`config.mk`:
```
export PLATFORM = sky130hd
export DESIGN_NAME = ulf_uart_lin
export DESIGN_NICKNAME = d
export VERILOG_FILES = /design/src/core/ulf_uart_lin.v
export VERILOG_INCLUDE_DIRS = /design/src /design/src/include
export SDC_FILE = /design/constraint.sdc
export NUM_CORES = 1
export LEC_CHECK = 0
export ABC_AREA = 1
export ABC_CLOCK_PERIOD_IN_PS = 14650
export BUFFER_PORTS_ARGS = -buffer_cell sky130_fd_sc_hd__buf_2
export CAP_MARGIN = 0
export CORE_ASPECT_RATIO = 0.5
export CORE_MARGIN = 3
export CORE_UTILIZATION = 43
export CTS_CLUSTER_SIZE = 40
export DETAILED_ROUTE_END_ITERATION = 7
export MAX_ROUTING_LAYER = met4
export PLACE_DENSITY = 0.61
export SLEW_MARGIN = 25
export SYNTH_ARGS = -nofsm -noshare
export SYNTH_HDL_FRONTEND = slang
export SYNTH_SLANG_ARGS = --single-unit
```
`constraint.sdc`:
```
create_clock -name CLK -period 14.65 [get_ports CLK]
set_input_delay 2.1975 -clock CLK [delete_from_list [all_inputs] [get_ports CLK]]
set_output_delay 2.1975 -clock CLK [all_outputs]
set_load 0.01 [all_outputs]
```
`src/include/ulf_consts.vh`:
```
// Behaviour
// - LIN master header: break, delimiter, sync, PID; then line idles.
// - Transmitting slave accumulates checksum and appends its inverse as last byte.
// - Receiving slave adds all bytes plus checksum; not all ones sets checksum error.
// - Method bit 1 includes PID (enhanced); 0 covers data bytes only.
// - In LIN mode data after the PID is slave response data.
// - Stop field: 1 verify first, 1.5 first, 2 both, 2 first only.
// - Transmitter idles the selected stop length between words.
// - Receiver checks mid stop bits; non-idle sample sets framing error.
// - Delayed bit moves receive-ready to end of last stop bit.
// - Byte stored mid second stop when field is 10, else mid first.
// - Framing errors are never delayed.
// - Run-on-overflow keeps receiver tracking; otherwise receiver halts during overflow.
// - Shift register plus two-entry receive buffer, read returns oldest.
// - Transmit write goes to empty shift register, else to single buffer.
// - Status shows receive empty, receive full, transmit empty, transmit full.
// - Transmit write while buffer full sets write error and is dropped.
// - Writing 1 to receive-empty flushes the receive buffer.
// - Disabled transmitter holds data; transmit-empty flush spares active character.
// - Turning port off discards all receive and pending transmit data.
// - LIN slave data byte count comes from parameter three low byte.
`ifndef ULF_CONSTS_VH
`define ULF_CONSTS_VH
// ----------------------------------------
// Register byte offsets
// ----------------------------------------
`define ULF_OFF_CTRL 8'h00
`define ULF_OFF_BAUD 8'h04
`define ULF_OFF_STAT 8'h08
`define ULF_OFF_RXD 8'h0C
`define ULF_OFF_TXD 8'h10
`define ULF_OFF_P3L 8'h14
`define ULF_OFF_P3H 8'h18
// ----------------------------------------
// Control fields
// ----------------------------------------
`define ULF_C_ON 0
`define ULF_C_TX_ENABLE_BIT 1
`define ULF_C_RX_ENABLE_BIT 2
`define ULF_C_TX_POLARITY 3
`define ULF_C_MODE_LO 4
`define ULF_C_MODE_HI 7
`define ULF_C_STP_LO 8
`define ULF_C_STP_HI 9
`define ULF_C_CKM 10
`define ULF_C_RUN_ON_OVERFLOW 11
`define ULF_MODE_LIN 4'hC
`define ULF_STP_TWO_BOTH 2'h2
// ----------------------------------------
// Status fields
// ----------------------------------------
`define ULF_S_RX_BUF_EMPTY 0
`define ULF_S_RX_BUF_FULL 1
`define ULF_S_TX_BUF_EMPTY 2
`define ULF_S_TX_BUF_FULL 3
`define ULF_S_TX_WRITE_ERROR 4
`define ULF_S_DLY 5
`define ULF_S_FERR 6
`define ULF_S_CERR 8
`define ULF_S_OVF 9
// ----------------------------------------
// Reset values and timing
// ----------------------------------------
`define ULF_RST_CTRL 12'h000
`define ULF_RST_BAUD 16'h0364
`define ULF_RST_P3 9'h000
`define ULF_BRK_HALVES 5'h1A
`define ULF_BRKDL_HALVES 5'h1C
`define ULF_BIT_HALVES 5'h02
`define ULF_DATA_HALVES 5'h10
`define ULF_SYNC_BYTE 8'h55
`endif

```
`src/core/ulf_uart_lin.v`:
```
// Added by the designer: the APB slave port and the placing of the registers.
`timescale 1ns/100ps
`default_nettype none
`include "ulf_consts.vh"
module ulf_uart_lin (
  // Clock and reset
  input wire CLK,
  input wire SYS_RST,
  // APB slave
  input wire PSEL,
  input wire PENABLE,
  input wire PWRITE,
  input wire [7:0] PADDR,
  input wire [31:0] PWDATA,
  output reg [31:0] PRDATA,
  output reg PREADY,
  output reg PSLVERR,
  // Serial line
  input wire RX_IN,
  output reg TX_OUT,
  // Event levels
  output reg RX_READY_IRQ,
  output reg TX_READY_IRQ,
  output reg FRAMING_ERR_IRQ
);
  // ----------------------------------------
  // Checksum add with end-around carry
  // ----------------------------------------
  function [7:0] ck_add;
    input [7:0] a;
    input [7:0] b;
    reg [8:0] s;
    begin
      s = {1'b0, a} + {1'b0, b};
      ck_add = s[7:0] + {7'h00, s[8]};
    end
  endfunction

  localparam [4:0] TX_IDLE = 5'h01;
  localparam [4:0] TX_BRK = 5'h02;
  localparam [4:0] TX_START = 5'h04;
  localparam [4:0] TX_DATA = 5'h08;
  localparam [4:0] TX_STOP = 5'h10;

  // ----------------------------------------
  // Registers
  // ----------------------------------------
  reg [11:0] ctrl_q;
  reg [15:0] baud_q;
  reg [8:0] p3_q;
  reg dly_sel_q, tx_write_error_q, ferr_q, cerr_q, ovf_q;
  reg [7:0] rxm_q [0:1];
  reg rx_wp_q, rx_rp_q;
  reg [1:0] rx_cnt_q;
  reg rx_hold_q;
  reg [7:0] tsr_q, txb_q;
  reg tsr_full_q, txb_full_q;
  reg [4:0] tx_st_q;
  reg [4:0] tx_h_q;
  reg [3:0] tx_bits_q;
  reg [15:0] tx_div_q;
  reg [7:0] tx_sh_q;
  reg [1:0] lin_tph_q;
  reg [7:0] tx_ck_q, tx_dcnt_q;
  reg rx_act_q, rx_prev_q, rx_wferr_q;
  reg [4:0] rx_h_q;
  reg [15:0] rx_div_q;
  reg [7:0] rx_sh_q;
  reg [1:0] lin_rph_q;
  reg [7:0] rx_ck_q, rx_pid_q, rx_dcnt_q;

  wire on = ctrl_q[`ULF_C_ON];
  wire tx_en = ctrl_q[`ULF_C_TX_ENABLE_BIT];
  wire rx_en = ctrl_q[`ULF_C_RX_ENABLE_BIT];
  wire lin = ctrl_q[`ULF_C_MODE_HI:`ULF_C_MODE_LO] == `ULF_MODE_LIN;
  wire [1:0] stop_bit_sel = ctrl_q[`ULF_C_STP_HI:`ULF_C_STP_LO];
  wire ck_enh = ctrl_q[`ULF_C_CKM];
  wire run_ovf = ctrl_q[`ULF_C_RUN_ON_OVERFLOW];
  wire [15:0] half = (baud_q[15:2] == 14'h0000) ? 16'h0002 : {1'b0, baud_q[15:1]};
  // Stop length in half bits: 1, 1.5, 2, 2 bits
  wire [4:0] stop_halves = (stop_bit_sel == 2'h0) ? 5'h02 : (stop_bit_sel == 2'h1) ? 5'h03 : 5'h04;

  // ----------------------------------------
  // APB decode
  // ----------------------------------------
  wire setup = PSEL & ~PENABLE;
  wire acc = PSEL & PENABLE & PREADY;
  wire wr = acc & PWRITE;
  wire rd = acc & ~PWRITE;
  wire hit = (PADDR == `ULF_OFF_CTRL) || (PADDR == `ULF_OFF_BAUD) || (PADDR == `ULF_OFF_STAT) ||
    (PADDR == `ULF_OFF_RXD) || (PADDR == `ULF_OFF_TXD) || (PADDR == `ULF_OFF_P3L) ||
    (PADDR == `ULF_OFF_P3H);
  wire wr_stat = wr && (PADDR == `ULF_OFF_STAT);
  wire wr_tx = wr && (PADDR == `ULF_OFF_TXD);
  wire rd_rx = rd && (PADDR == `ULF_OFF_RXD);
  wire rx_flush = wr_stat && PWDATA[`ULF_S_RX_BUF_EMPTY];
  wire tx_flush = wr_stat && PWDATA[`ULF_S_TX_BUF_EMPTY];
  wire rx_empty = ~RX_READY_IRQ;
  wire [31:0] stat_word = {22'h000000, ovf_q, cerr_q, 1'b0, ferr_q, dly_sel_q, tx_write_error_q,
    txb_full_q, ~txb_full_q, rx_cnt_q == 2'h2, rx_empty};

  reg [31:0] rd_word;
  always @* begin
    rd_word = 32'h00000000;
    if (PADDR == `ULF_OFF_CTRL) begin
      rd_word = {20'h00000, ctrl_q};
    end else if (PADDR == `ULF_OFF_BAUD) begin
      rd_word = {16'h0000, baud_q};
    end else if (PADDR == `ULF_OFF_STAT) begin
      rd_word = stat_word;
    end else if (PADDR == `ULF_OFF_RXD) begin
      rd_word = {24'h000000, rx_cnt_q != 2'h0 ? rxm_q[rx_rp_q] : 8'h00};
    end else if (PADDR == `ULF_OFF_P3L) begin
      rd_word = {24'h000000, p3_q[7:0]};
    end else if (PADDR == `ULF_OFF_P3H) begin
      rd_word = {31'h00000000, p3_q[8]};
    end
  end

  // Zero wait states: answer is prepared in the setup cycle
  always @(posedge CLK) begin
    if (SYS_RST) begin
      PREADY <= 1'b0;
      PRDATA <= 32'h00000000;
      PSLVERR <= 1'b0;
    end else begin
      PREADY <= setup;
      if (setup) begin
        PRDATA <= PWRITE ? 32'h00000000 : rd_word;
        PSLVERR <= ~hit;
      end else if (acc) begin
        PSLVERR <= 1'b0;
      end
    end
  end

  // ----------------------------------------
  // Receive engine
  // ----------------------------------------
  wire rx_halt = ovf_q & ~run_ovf;
  wire rx_run = on & rx_en & ~rx_halt;
  wire rx_tick = rx_run & rx_act_q & (rx_div_q == half - 16'h0001);
  wire [4:0] rx_hn = rx_h_q + 5'h01;
  wire rx_chk = rx_tick && ((rx_hn == 5'h13) || (rx_hn == 5'h15 && stop_bit_sel == `ULF_STP_TWO_BOTH));
  wire rx_store = rx_tick && ((rx_hn == 5'h13 && stop_bit_sel != `ULF_STP_TWO_BOTH) ||
    (rx_hn == 5'h15 && stop_bit_sel == `ULF_STP_TWO_BOTH));
  wire rx_end = rx_tick && (rx_hn == 5'h12 + stop_halves);
  wire word_ferr = rx_wferr_q | (rx_chk & ~RX_IN);
  wire rx_push = rx_store && rx_cnt_q != 2'h2;
  wire rx_pop = rd_rx && rx_cnt_q != 2'h0;

  always @(posedge CLK) begin
    if (SYS_RST || !on) begin
      rx_act_q <= 1'b0;
      rx_prev_q <= 1'b1;
      rx_h_q <= 5'h00;
      rx_div_q <= 16'h0000;
      rx_sh_q <= 8'h00;
      rx_wferr_q <= 1'b0;
    end else if (rx_run) begin
      rx_prev_q <= RX_IN;
      if (!rx_act_q) begin
        if (rx_prev_q && !RX_IN) begin
          rx_act_q <= 1'b1;
          rx_h_q <= 5'h00;
          rx_div_q <= 16'h0000;
          rx_wferr_q <= 1'b0;
        end
      end else if (rx_tick) begin
        rx_div_q <= 16'h0000;
        rx_h_q <= rx_hn;
        if (rx_hn == 5'h01 && RX_IN) begin
          rx_act_q <= 1'b0;
        end
        if (rx_hn[0] && rx_hn >= 5'h03 && rx_hn <= 5'h11) begin
          rx_sh_q <= {RX_IN, rx_sh_q[7:1]};
        end
        if (rx_chk && !RX_IN) begin
          rx_wferr_q <= 1'b1;
        end
        if (rx_end) begin
          rx_act_q <= 1'b0;
        end
      end else begin
        rx_div_q <= rx_div_q + 16'h0001;
      end
    end
  end

  // Two-entry receive buffer
  always @(posedge CLK) begin
    if (SYS_RST || !on || rx_flush) begin
      rx_wp_q <= 1'b0;
      rx_rp_q <= 1'b0;
      rx_cnt_q <= 2'h0;
      rx_hold_q <= 1'b0;
    end else begin
      if (rx_push) begin
        rxm_q[rx_wp_q] <= rx_sh_q;
        rx_wp_q <= ~rx_wp_q;
      end
      if (rx_pop) begin
        rx_rp_q <= ~rx_rp_q;
      end
      rx_cnt_q <= rx_cnt_q + {1'b0, rx_push} - {1'b0, rx_pop};
      if (rx_push && dly_sel_q) begin
        rx_hold_q <= 1'b1;
      end else if (rx_end || !rx_act_q) begin
        rx_hold_q <= 1'b0;
      end
    end
  end

  // Newest byte hidden until end of stop while delayed
  wire [1:0] rx_vis = rx_cnt_q - {1'b0, rx_hold_q};
  always @(posedge CLK) begin
    if (SYS_RST) begin
      RX_READY_IRQ <= 1'b0;
      TX_READY_IRQ <= 1'b1;
      FRAMING_ERR_IRQ <= 1'b0;
    end else begin
      RX_READY_IRQ <= (rx_vis != 2'h0) && !rx_flush && on;
      TX_READY_IRQ <= ~txb_full_q;
      FRAMING_ERR_IRQ <= ferr_q;
    end
  end

  // ----------------------------------------
  // LIN receive checksum
  // ----------------------------------------
  wire [7:0] rx_pid_term = ck_enh ? rx_pid_q : 8'h00;
  wire [7:0] rx_total = ck_add(ck_add(rx_ck_q, rx_pid_term), rx_sh_q);
  wire rx_ck_bad = rx_store && lin && lin_rph_q == 2'h3 && rx_dcnt_q == p3_q[7:0] && rx_total != 8'hFF;

  always @(posedge CLK) begin
    if (SYS_RST || !on || !lin) begin
      lin_rph_q <= 2'h0;
      rx_ck_q <= 8'h00;
      rx_pid_q <= 8'h00;
      rx_dcnt_q <= 8'h00;
    end else if (rx_store) begin
      if (rx_sh_q == 8'h00 && word_ferr) begin
        lin_rph_q <= 2'h1;
      end else if (lin_rph_q == 2'h1) begin
        lin_rph_q <= 2'h2;
      end else if (lin_rph_q == 2'h2) begin
        rx_pid_q <= rx_sh_q;
        rx_ck_q <= 8'h00;
        rx_dcnt_q <= 8'h00;
        lin_rph_q <= 2'h3;
      end else if (lin_rph_q == 2'h3) begin
        if (rx_dcnt_q == p3_q[7:0]) begin
          lin_rph_q <= 2'h0;
        end else begin
          rx_ck_q <= ck_add(rx_ck_q, rx_sh_q);
          rx_dcnt_q <= rx_dcnt_q + 8'h01;
        end
      end
    end
  end

  // ----------------------------------------
  // Transmit engine
  // ----------------------------------------
  wire tx_go = on & tx_en & tx_st_q[0];
  wire tx_hdr = lin && lin_tph_q == 2'h0 && tsr_full_q;
  wire tx_cks = lin && lin_tph_q == 2'h2 && !tsr_full_q && p3_q[7:0] != 8'h00 &&
    tx_dcnt_q == p3_q[7:0];
  wire tsr_take = tx_go && !tx_hdr && !tx_cks && tsr_full_q;
  wire tx_tick = !tx_st_q[0] && (tx_div_q == half - 16'h0001);
  wire [4:0] tx_hn = tx_h_q + 5'h01;

  always @(posedge CLK) begin
    if (SYS_RST || !on) begin
      tx_st_q <= TX_IDLE;
      tx_h_q <= 5'h00;
      tx_div_q <= 16'h0000;
      tx_bits_q <= 4'h0;
      tx_sh_q <= 8'h00;
      lin_tph_q <= 2'h0;
      tx_ck_q <= 8'h00;
      tx_dcnt_q <= 8'h00;
    end else begin
      tx_div_q <= (tx_st_q[0] || tx_tick) ? 16'h0000 : tx_div_q + 16'h0001;
      if (tx_tick) begin
        tx_h_q <= tx_hn;
      end
      case (tx_st_q)
        TX_IDLE: begin
          tx_h_q <= 5'h00;
          if (tx_flush || !lin) begin
            lin_tph_q <= 2'h0;
          end else if (lin_tph_q == 2'h2 && p3_q[7:0] == 8'h00) begin
            lin_tph_q <= 2'h0;
          end
          if (tx_go && tx_hdr) begin
            tx_st_q <= TX_BRK;
          end else if (tx_go && tx_cks) begin
            tx_sh_q <= ~tx_ck_q;
            lin_tph_q <= 2'h0;
            tx_st_q <= TX_START;
          end else if (tsr_take) begin
            tx_sh_q <= tsr_q;
            tx_st_q <= TX_START;
            if (lin && lin_tph_q == 2'h1) begin
              tx_ck_q <= ck_enh ? tsr_q : 8'h00;
              tx_dcnt_q <= 8'h00;
              lin_tph_q <= 2'h2;
            end else if (lin && lin_tph_q == 2'h2) begin
              tx_ck_q <= ck_add(tx_ck_q, tsr_q);
              tx_dcnt_q <= tx_dcnt_q + 8'h01;
            end
          end
        end
        TX_BRK: begin
          if (tx_tick && tx_hn == `ULF_BRKDL_HALVES) begin
            tx_sh_q <= `ULF_SYNC_BYTE;
            lin_tph_q <= 2'h1;
            tx_h_q <= 5'h00;
            tx_st_q <= TX_START;
          end
        end
        TX_START: begin
          if (tx_tick && tx_hn == `ULF_BIT_HALVES) begin
            tx_h_q <= 5'h00;
            tx_bits_q <= 4'h0;
            tx_st_q <= TX_DATA;
          end
        end
        TX_DATA: begin
          if (tx_tick && tx_hn == `ULF_BIT_HALVES) begin
            tx_h_q <= 5'h00;
            tx_sh_q <= {1'b0, tx_sh_q[7:1]};
            tx_bits_q <= tx_bits_q + 4'h1;
            if (tx_bits_q == 4'h7) begin
              tx_st_q <= TX_STOP;
            end
          end
        end
        TX_STOP: begin
          if (tx_tick && tx_hn == stop_halves) begin
            tx_st_q <= TX_IDLE;
          end
        end
        default: begin
          tx_st_q <= TX_IDLE;
        end
      endcase
    end
  end

  // Line level before polarity; delimiter follows the break low time
  reg tx_line;
  always @* begin
    tx_line = 1'b1;
    if (tx_st_q == TX_BRK) begin
      tx_line = tx_h_q >= `ULF_BRK_HALVES;
    end else if (tx_st_q == TX_START) begin
      tx_line = 1'b0;
    end else if (tx_st_q == TX_DATA) begin
      tx_line = tx_sh_q[0];
    end
  end

  always @(posedge CLK) begin
    if (SYS_RST) begin
      TX_OUT <= 1'b1;
    end else begin
      TX_OUT <= (on ? tx_line : 1'b1) ^ ctrl_q[`ULF_C_TX_POLARITY];
    end
  end

  // ----------------------------------------
  // Transmit shift register and buffer
  // ----------------------------------------
  wire tx_wr_err = wr_tx && txb_full_q;
  always @(posedge CLK) begin
    if (SYS_RST || !on || tx_flush) begin
      tsr_full_q <= 1'b0;
      txb_full_q <= 1'b0;
      tsr_q <= 8'h00;
      txb_q <= 8'h00;
    end else if (!tsr_full_q || tsr_take) begin
      if (txb_full_q) begin
        tsr_q <= txb_q;
        tsr_full_q <= 1'b1;
        txb_full_q <= 1'b0;
      end else if (wr_tx) begin
        tsr_q <= PWDATA[7:0];
        tsr_full_q <= 1'b1;
      end else begin
        tsr_full_q <= 1'b0;
      end
    end else if (wr_tx && !txb_full_q) begin
      txb_q <= PWDATA[7:0];
      txb_full_q <= 1'b1;
    end
  end

  // ----------------------------------------
  // Control and sticky flags
  // ----------------------------------------
  always @(posedge CLK) begin
    if (SYS_RST) begin
      ctrl_q <= `ULF_RST_CTRL;
      baud_q <= `ULF_RST_BAUD;
      p3_q <= `ULF_RST_P3;
      dly_sel_q <= 1'b0;
      tx_write_error_q <= 1'b0;
      ferr_q <= 1'b0;
      cerr_q <= 1'b0;
      ovf_q <= 1'b0;
    end else begin
      if (wr && PADDR == `ULF_OFF_CTRL) begin
        ctrl_q <= PWDATA[11:0];
      end
      if (wr && PADDR == `ULF_OFF_BAUD) begin
        baud_q <= PWDATA[15:0];
      end
      if (wr && PADDR == `ULF_OFF_P3L) begin
        p3_q[7:0] <= PWDATA[7:0];
      end
      if (wr && PADDR == `ULF_OFF_P3H) begin
        p3_q[8] <= PWDATA[0];
      end
      if (wr_stat) begin
        dly_sel_q <= PWDATA[`ULF_S_DLY];
      end
      // Set wins over a same-cycle clear
      tx_write_error_q <= tx_wr_err | (tx_write_error_q & ~(wr_stat & PWDATA[`ULF_S_TX_WRITE_ERROR]));
      ferr_q <= (rx_chk & ~RX_IN) | (ferr_q & ~(wr_stat & PWDATA[`ULF_S_FERR]));
      cerr_q <= rx_ck_bad | (cerr_q & ~(wr_stat & PWDATA[`ULF_S_CERR]));
      ovf_q <= (rx_store & ~rx_push) | (ovf_q & ~(wr_stat & PWDATA[`ULF_S_OVF]) & on);
    end
  end
endmodule // ulf_uart_lin
`default_nettype wire

```
==> results of run 1 <==
[path summary, 6_finish.rpt]
check | start | to | slack [ns] | depth (start not counted)
setup / recovery | ctrl_q[10] | cerr_q | 9.09 | 32
hold / removal | tx_sh_q[5] | tx_sh_q[5] | 0.45 | 2
setup reg to reg | ctrl_q[10] | cerr_q | 9.09 | 32
hold reg to reg | tx_sh_q[5] | tx_sh_q[5] | 0.45 | 2
[stage by stage]
stage | util | hold slack, ns
4_1_cts | 0.489 | 0.443
3_5_place_dp | 0.465 | 0.433
3_3_place_gp | 0.465 | 0.434
6_report | 0.489 | 0.454
2_1_floorplan | - | 0.408
5_1_grt | 0.489 | 0.469
[registers in the layout, summed over array words and instances (netlist names), 9 cells and up, named ones only]
register  flops
PRDATA       16
baud_q       16
rx_div_q     16
rxm_q        16
tx_div_q     16
ctrl_q       12
p3_q          9
[Yosys cell counts, types with 3 or more instances]
cell	number
nand2_1	302
inv_1	254
nor2_1	217
dfxtp_1	202
a21oi_1	170
o21ai_0	109
nand3_1	97
ha_1	59
xor2_1	57
nand4_1	48
nor3_1	39
clkbuf_1	30
o211ai_1	21
xnor2_1	19
buf_4	17
nor2_2	17
edfxtp_1	16
nand2_2	14
nor3b_1	13
a211oi_1	12
nor4_1	11
o21bai_1	11
inv_2	10
o21ai_1	10
or2_2	10
nand3_2	8
mux2i_1	7
o221ai_1	6
nor2_4	5
a31oi_1	4
buf_6	4
clkinv_1	4
fa_1	4
nand3b_1	4
o21a_1	4
o21ai_2	4
o22ai_1	4
buf_2	3
nand2_4	3
[logic make-up after synthesis]
kind of cell / synth area share
buf+inv: 0.0995
fa+ha+maj: 0.0615
flops: 0.340
xor+xnor: 0.0534
other cells: 0.000282
simple gates: 0.281
mux: 0.00526
compound gates: 0.159
[final cells by class]
type	instances	share of cell area
clock buffer	28	0.0415
clock inverter	11	0.00774
inverter	268	0.0691
multi-input combinational	1344	0.517
sequential	218	0.311
tap	391	0.0336
timing repair buffer	55	0.0196
[routing by layer]
layer | GRT usage | up-vias | share of wire
met2 | 0.343 | 252 | 0.44
met1 | 0.297 | 5472 | 0.49
met5 | - | - | 0
li1 | - | 6259 | -
met3 | 0.0378 | 44 | 0.059
met4 | 0.0391 | 0 | 0.016
[worst reg2reg max path: cells and delay by family, from the launching register on]
kind | cells | cell delay (ns)
buffers and inverters | 2 | 0.12
AND/OR/NAND/NOR | 17 | 2.32
AO/OA/AOI/OAI | 7 | 1.02
flip-flops | 1 | 0.62
adder cells (fa/ha/maj) | 6 | 1.35
[power by group]
group          total [mW]  leakage (nW)  switching, mW  internal, mW
Clock               0.574         0.349          0.246         0.328
Sequential          0.599          1.79       0.000158         0.599
Combinational      0.0202          3.81         0.0151       0.00519
==> flow_summary_export.csv, run 1 <==
group,metric,value,unit
run_status,status,"complete, no violations",
drt,drt_iter0_drc,824,
synth,synth_cells,1871,
cts,cts_resized,0,
finish,mostFrequentLayoutCells,"nand2_1 (302), inv_1 (253), nor2_1 (216)",
synth,synth-main-ff-cell,"dfxtp_1",
placed_design,portBuffers,51,
placed_design,hpwl,26800,um
cts,root_buffer,"clkbuf_16",
drt,wirelength,35200,um
global_route,grt_start_max_net_pins,40,
synth,synth_area,13300,sq um
timing,drv_slew,0,
global_route,grt-ovfl-total,0,
synth,ys_seq_elements,218,
floorplanning,rows,44,
worst_setup_path,start_kind,"flip-flop",
timing,totalNegativeSetupSlack,0,ns
timing,setup_viol_count_final,0,
worst_setup_path,path_delay_family,"simple AND/OR/NAND/NOR gates",
synth,synth_edf_count,16,
finish,fin_nets,2018,
cts,hold_buffers,0,
cts,insertion_delay,0.52,ns
synth,async_flop_share,0,
global_route,grt_pass1_vias,10824,
floorplanning,die-width,255,um
worst_setup_path,critPathCaptureType,"flip-flop",
cts,cts_tree,"yes",
cts,htree_levels,1,
timing,tightest_slew,1.06,ns
cts,cts_buffer_depth,3,
worst_setup_path,cp.buffers_inverters,2,
worst_hold_path,hp-class,"reg -> reg",
worst_setup_path,crit_top_cell,"nand2_1",
synth,seq_area_frac_synth,0.340,
placed_design,place_inst,2276,
global_route,grt_usage,0.217,
worst_setup_path,crit_arrival,5.94,ns
worst_setup_path,critical_path_class,"reg -> reg",
synth,synth_top_area_frac,0.304,
cts,clk_pin_slew,0.06,ns
synth,ys_warn_count,0,
synth,yosys.area.top_type,"dfxtp_1",
timing,rsz0062_at_grt,"no",
drt,via_per_inst,5.20,
pwr,vdd_drop_max,0.0724,mV
floorplanning,core,29700,sq um
finish,area_growth,9.29,%
placed_design,placed_area,13800,sq um
finish,final_common_cell,"nand2_1",
synth,synth_area_leaders,"dfxtp_1 (30%), nand2_1 (8.5%), inv_1 (7.2%)",
timing,hold_viol_final,0,
drt,vias,12027,
pwr,p_per_area,82.0,nW/um^2
timing,fmax,180,MHz
finish,multi_input_area,7530,sq um
timing,setup_ws,9.09,ns
drt,first_pass_iters,5,
floorplanning,io_pins,84,
worst_setup_path,slowest_delay,0.62,ns
worst_setup_path,required,15.03,ns
pwr,fin_total_pwr,1.19,mW
global_route,grt_first_pass_wirelength,56100,um
cts,cts_buffers,22,
synth,synth.avg_cell_area,7.11,sq um
finish,insertedDiodeCount,0,
finish,final_cells,2315,
floorplanning,start_util,0.448,
finish,fillers,3062,
pwr,leakagePower,5.95,nW
cts,cts_setup_buffers,0,
worst_setup_path,crit_path_max_fanout,9,
timing,period_minus_slack,5.56,ns
placed_design,post-place-ws,9.11,ns
cts,cts.sinks,218,
timing,fin_skew,0.0113,ns
floorplanning,die_h,130,um
placed_design,routabilityCongestion,0.903,
finish,drive_gt1_frac,0.0910,
timing,min_period_over_period,0.379,
timing,slew_headroom,0.292,
global_route,antenna_found_initial,1,
synth,ys_types,68,
drt,postRouteAntennaNets,0,
finish,regArea,4520,sq um
flow_run,maxCapViolCount,0,
floorplanning,die_area,33200,sq um
drt,wl_per_cell,15.2,um
finish,finalInstanceArea,14500,sq um
drt,drc,0,
worst_setup_path,crit_path_top_delay_cell,"dfxtp_1",
No activity file was read; power rests on OpenSTA's default activity.
==> run 2, diff against run 1 <==
ABC_CLOCK_PERIOD_IN_PS = 5000   (was 14650)
PLACE_DENSITY = 0.63   (was 0.61)
clock period = 5 ns   (was 14.65 ns; I/O delays follow)
==> run 2 against run 1 <==
Total power grew to 2.9 times the previous value; combinational power grew to 3.0 times the previous value; count of clock-buffer cells in the layout fell by 1; register-to-register slack worse by 8.9 ns; sequential power rose to 2.9 times the previous value; clock skew grew 0.017 ns; wire length is 0.82% higher; first-iteration DRC count up 21%; critical path type unchanged; worst hold slack worse by 0.0078 ns; flip-flop and latch count stayed put; largest power group unchanged.
==> flow_summary_export.csv, run 2 (same netlist as run 1, synthesis figures left out) <==
group,metric,value,unit
run_status,status,"complete, no violations",
pwr,clock_power_share,0.483,
floorplanning,die_h,130,um
finish,insertedDiodeCount,0,
finish,mostFrequentLayoutCells,"nand2_1 (299), inv_1 (250), nor2_1 (215)",
finish,area_growth,11.5,%
cts,cts_tree,"yes",
timing,totalNegativeSetupSlack,0,ns
cts,cts_buffers,22,
worst_setup_path,crit_top_cell,"nand2_1",
drt,first_pass_iters,5,
global_route,grt_pass1_vias,10899,
worst_setup_path,cp.buffers_inverters,2,
pwr,vdd_drop_max,0.188,mV
cts,root_buffer,"clkbuf_16",
finish,final_cells,2330,
finish,finalInstanceArea,14800,sq um
cts,insertion_delay,0.53,ns
drt,drc,0,
cts,cts_buffer_depth,3,
drt,via_per_inst,5.25,
timing,period_minus_slack,4.77,ns
global_route,grt_usage,0.219,
pwr,p_per_area,236,nW/um^2
global_route,grt-ovfl-total,0,
timing,hold_viol_final,0,
placed_design,post-place-ws,-0.0894,ns
floorplanning,die-width,255,um
drt,postRouteAntennaNets,0,
drt,wirelength,35500,um
pwr,p_int,2.72,mW
timing,holdWs,0.446,ns
floorplanning,start_util,0.448,
timing,min_period_over_period,0.955,
flow_run,maxCapViolCount,0,
drt,wl_per_cell,15.2,um
floorplanning,core,29700,sq um
placed_design,portBuffers,51,
floorplanning,die_area,33200,sq um
worst_setup_path,critPathCaptureType,"flip-flop",
worst_setup_path,crit_path_top_delay_cell,"or3_4",
cts,hold_buffers,0,
drt,drt_iter0_drc,1001,
worst_setup_path,critical_path_class,"reg -> reg",
global_route,grt_first_pass_wirelength,56900,um
worst_setup_path,required,5.39,ns
worst_setup_path,start_kind,"flip-flop",
pwr,comb_power_share,0.017,
timing,slew_headroom,0.311,
timing,fmax,209,MHz
pwr,leakagePower,6.02,nW
finish,drive_gt1_frac,0.114,
floorplanning,io_pins,84,
worst_setup_path,crit_path_max_fanout,8,
global_route,grt_start_max_net_pins,40,
cts,htree_levels,1,
finish,final_common_cell,"nand2_1",
worst_hold_path,hp-class,"reg -> reg",
placed_design,placed_area,13900,sq um
floorplanning,rows,44,
worst_setup_path,crit_arrival,5.16,ns
placed_design,hpwl,27000,um
finish,fin_nets,2034,
pwr,fin_total_pwr,3.51,mW
timing,fin_skew,0.0278,ns
pwr,p_sw,785,uW
cts,clk_pin_slew,0.07,ns
placed_design,routabilityCongestion,0.922,
worst_setup_path,path_delay_family,"simple AND/OR/NAND/NOR gates",
drt,vias,12222,
timing,setup_viol_count_final,0,
pwr,power.share.switching,0.224,
cts,cts.sinks,218,
global_route,antenna_found_initial,0,
timing,tightest_slew,1.03,ns
pwr,p_seq_frac,0.500,
timing,drv_slew,0,
worst_setup_path,slowest_delay,0.40,ns
placed_design,place_inst,2289,
timing,setup_ws,0.227,ns
finish,final_util,0.499,
[run 2: cell count changes in the layout (fill, tap and decap cells not counted), sizes merged]
cell	change
bufinv	-1
inv	+1
clkinv	+1
clkinvlp	-1
clkbuf	-1
buf	+16
[run 2: per-layer routing]
layer	up-vias	global-route usage	share of wire
met5	-	-	0
met4	0	0.0485	0.020
met3	49	0.0336	0.061
met2	293	0.329	0.42
met1	5597	0.312	0.50
li1	6283	-	-
[run 2: tightest hold or removal path, cell delays in order, from the launching register on]
cell,delay (ns)
dfxtp_1,0.31
inv_1,0.04
nor2_1,0.04
[run 2: path summary, 6_finish.rpt]
check,slack [ns],cells past startpoint,from,endpoint
worst max-delay path,0.23,32,ctrl_q[10],cerr_q
worst min-delay path,0.45,2,ferr_q,FRAMING_ERR_IRQ
worst max register to register,0.23,32,ctrl_q[10],cerr_q
worst min register to register,0.45,2,ferr_q,FRAMING_ERR_IRQ
[run 2: area by class of cell]
cell class,count,area [sq um]
Fill cell,3025,14900
Clock buffer,27,631
Timing Repair Buffer,71,405
Multi-Input combinational cell,1344,7680
Sequential cell,218,4530
Inverter,268,1010
Tap cell,391,489
Clock inverter,11,100
[run 2: repair_timing]
item                                    in CTS  in global routing
pin swaps                                    2                 19
setup buffers                                1                  2
gates cloned                                 0                  0
endpoints found under the setup margin       1                  1
resized for setup                            4                 30
[run 2: power by group through the flow]
stage / combinational, mW / clock [mW] / sequential (mW)
6_report: 0.0605 / 1.69 / 1.75
2_1_floorplan: 0.0396 / 0 / 1.79
3_3_place_gp: 0.0585 / 0 / 1.79
3_5_place_dp: 0.0585 / 0 / 1.79
5_1_grt: 0.0669 / 1.79 / 1.75
4_1_cts: 0.0589 / 1.73 / 1.75
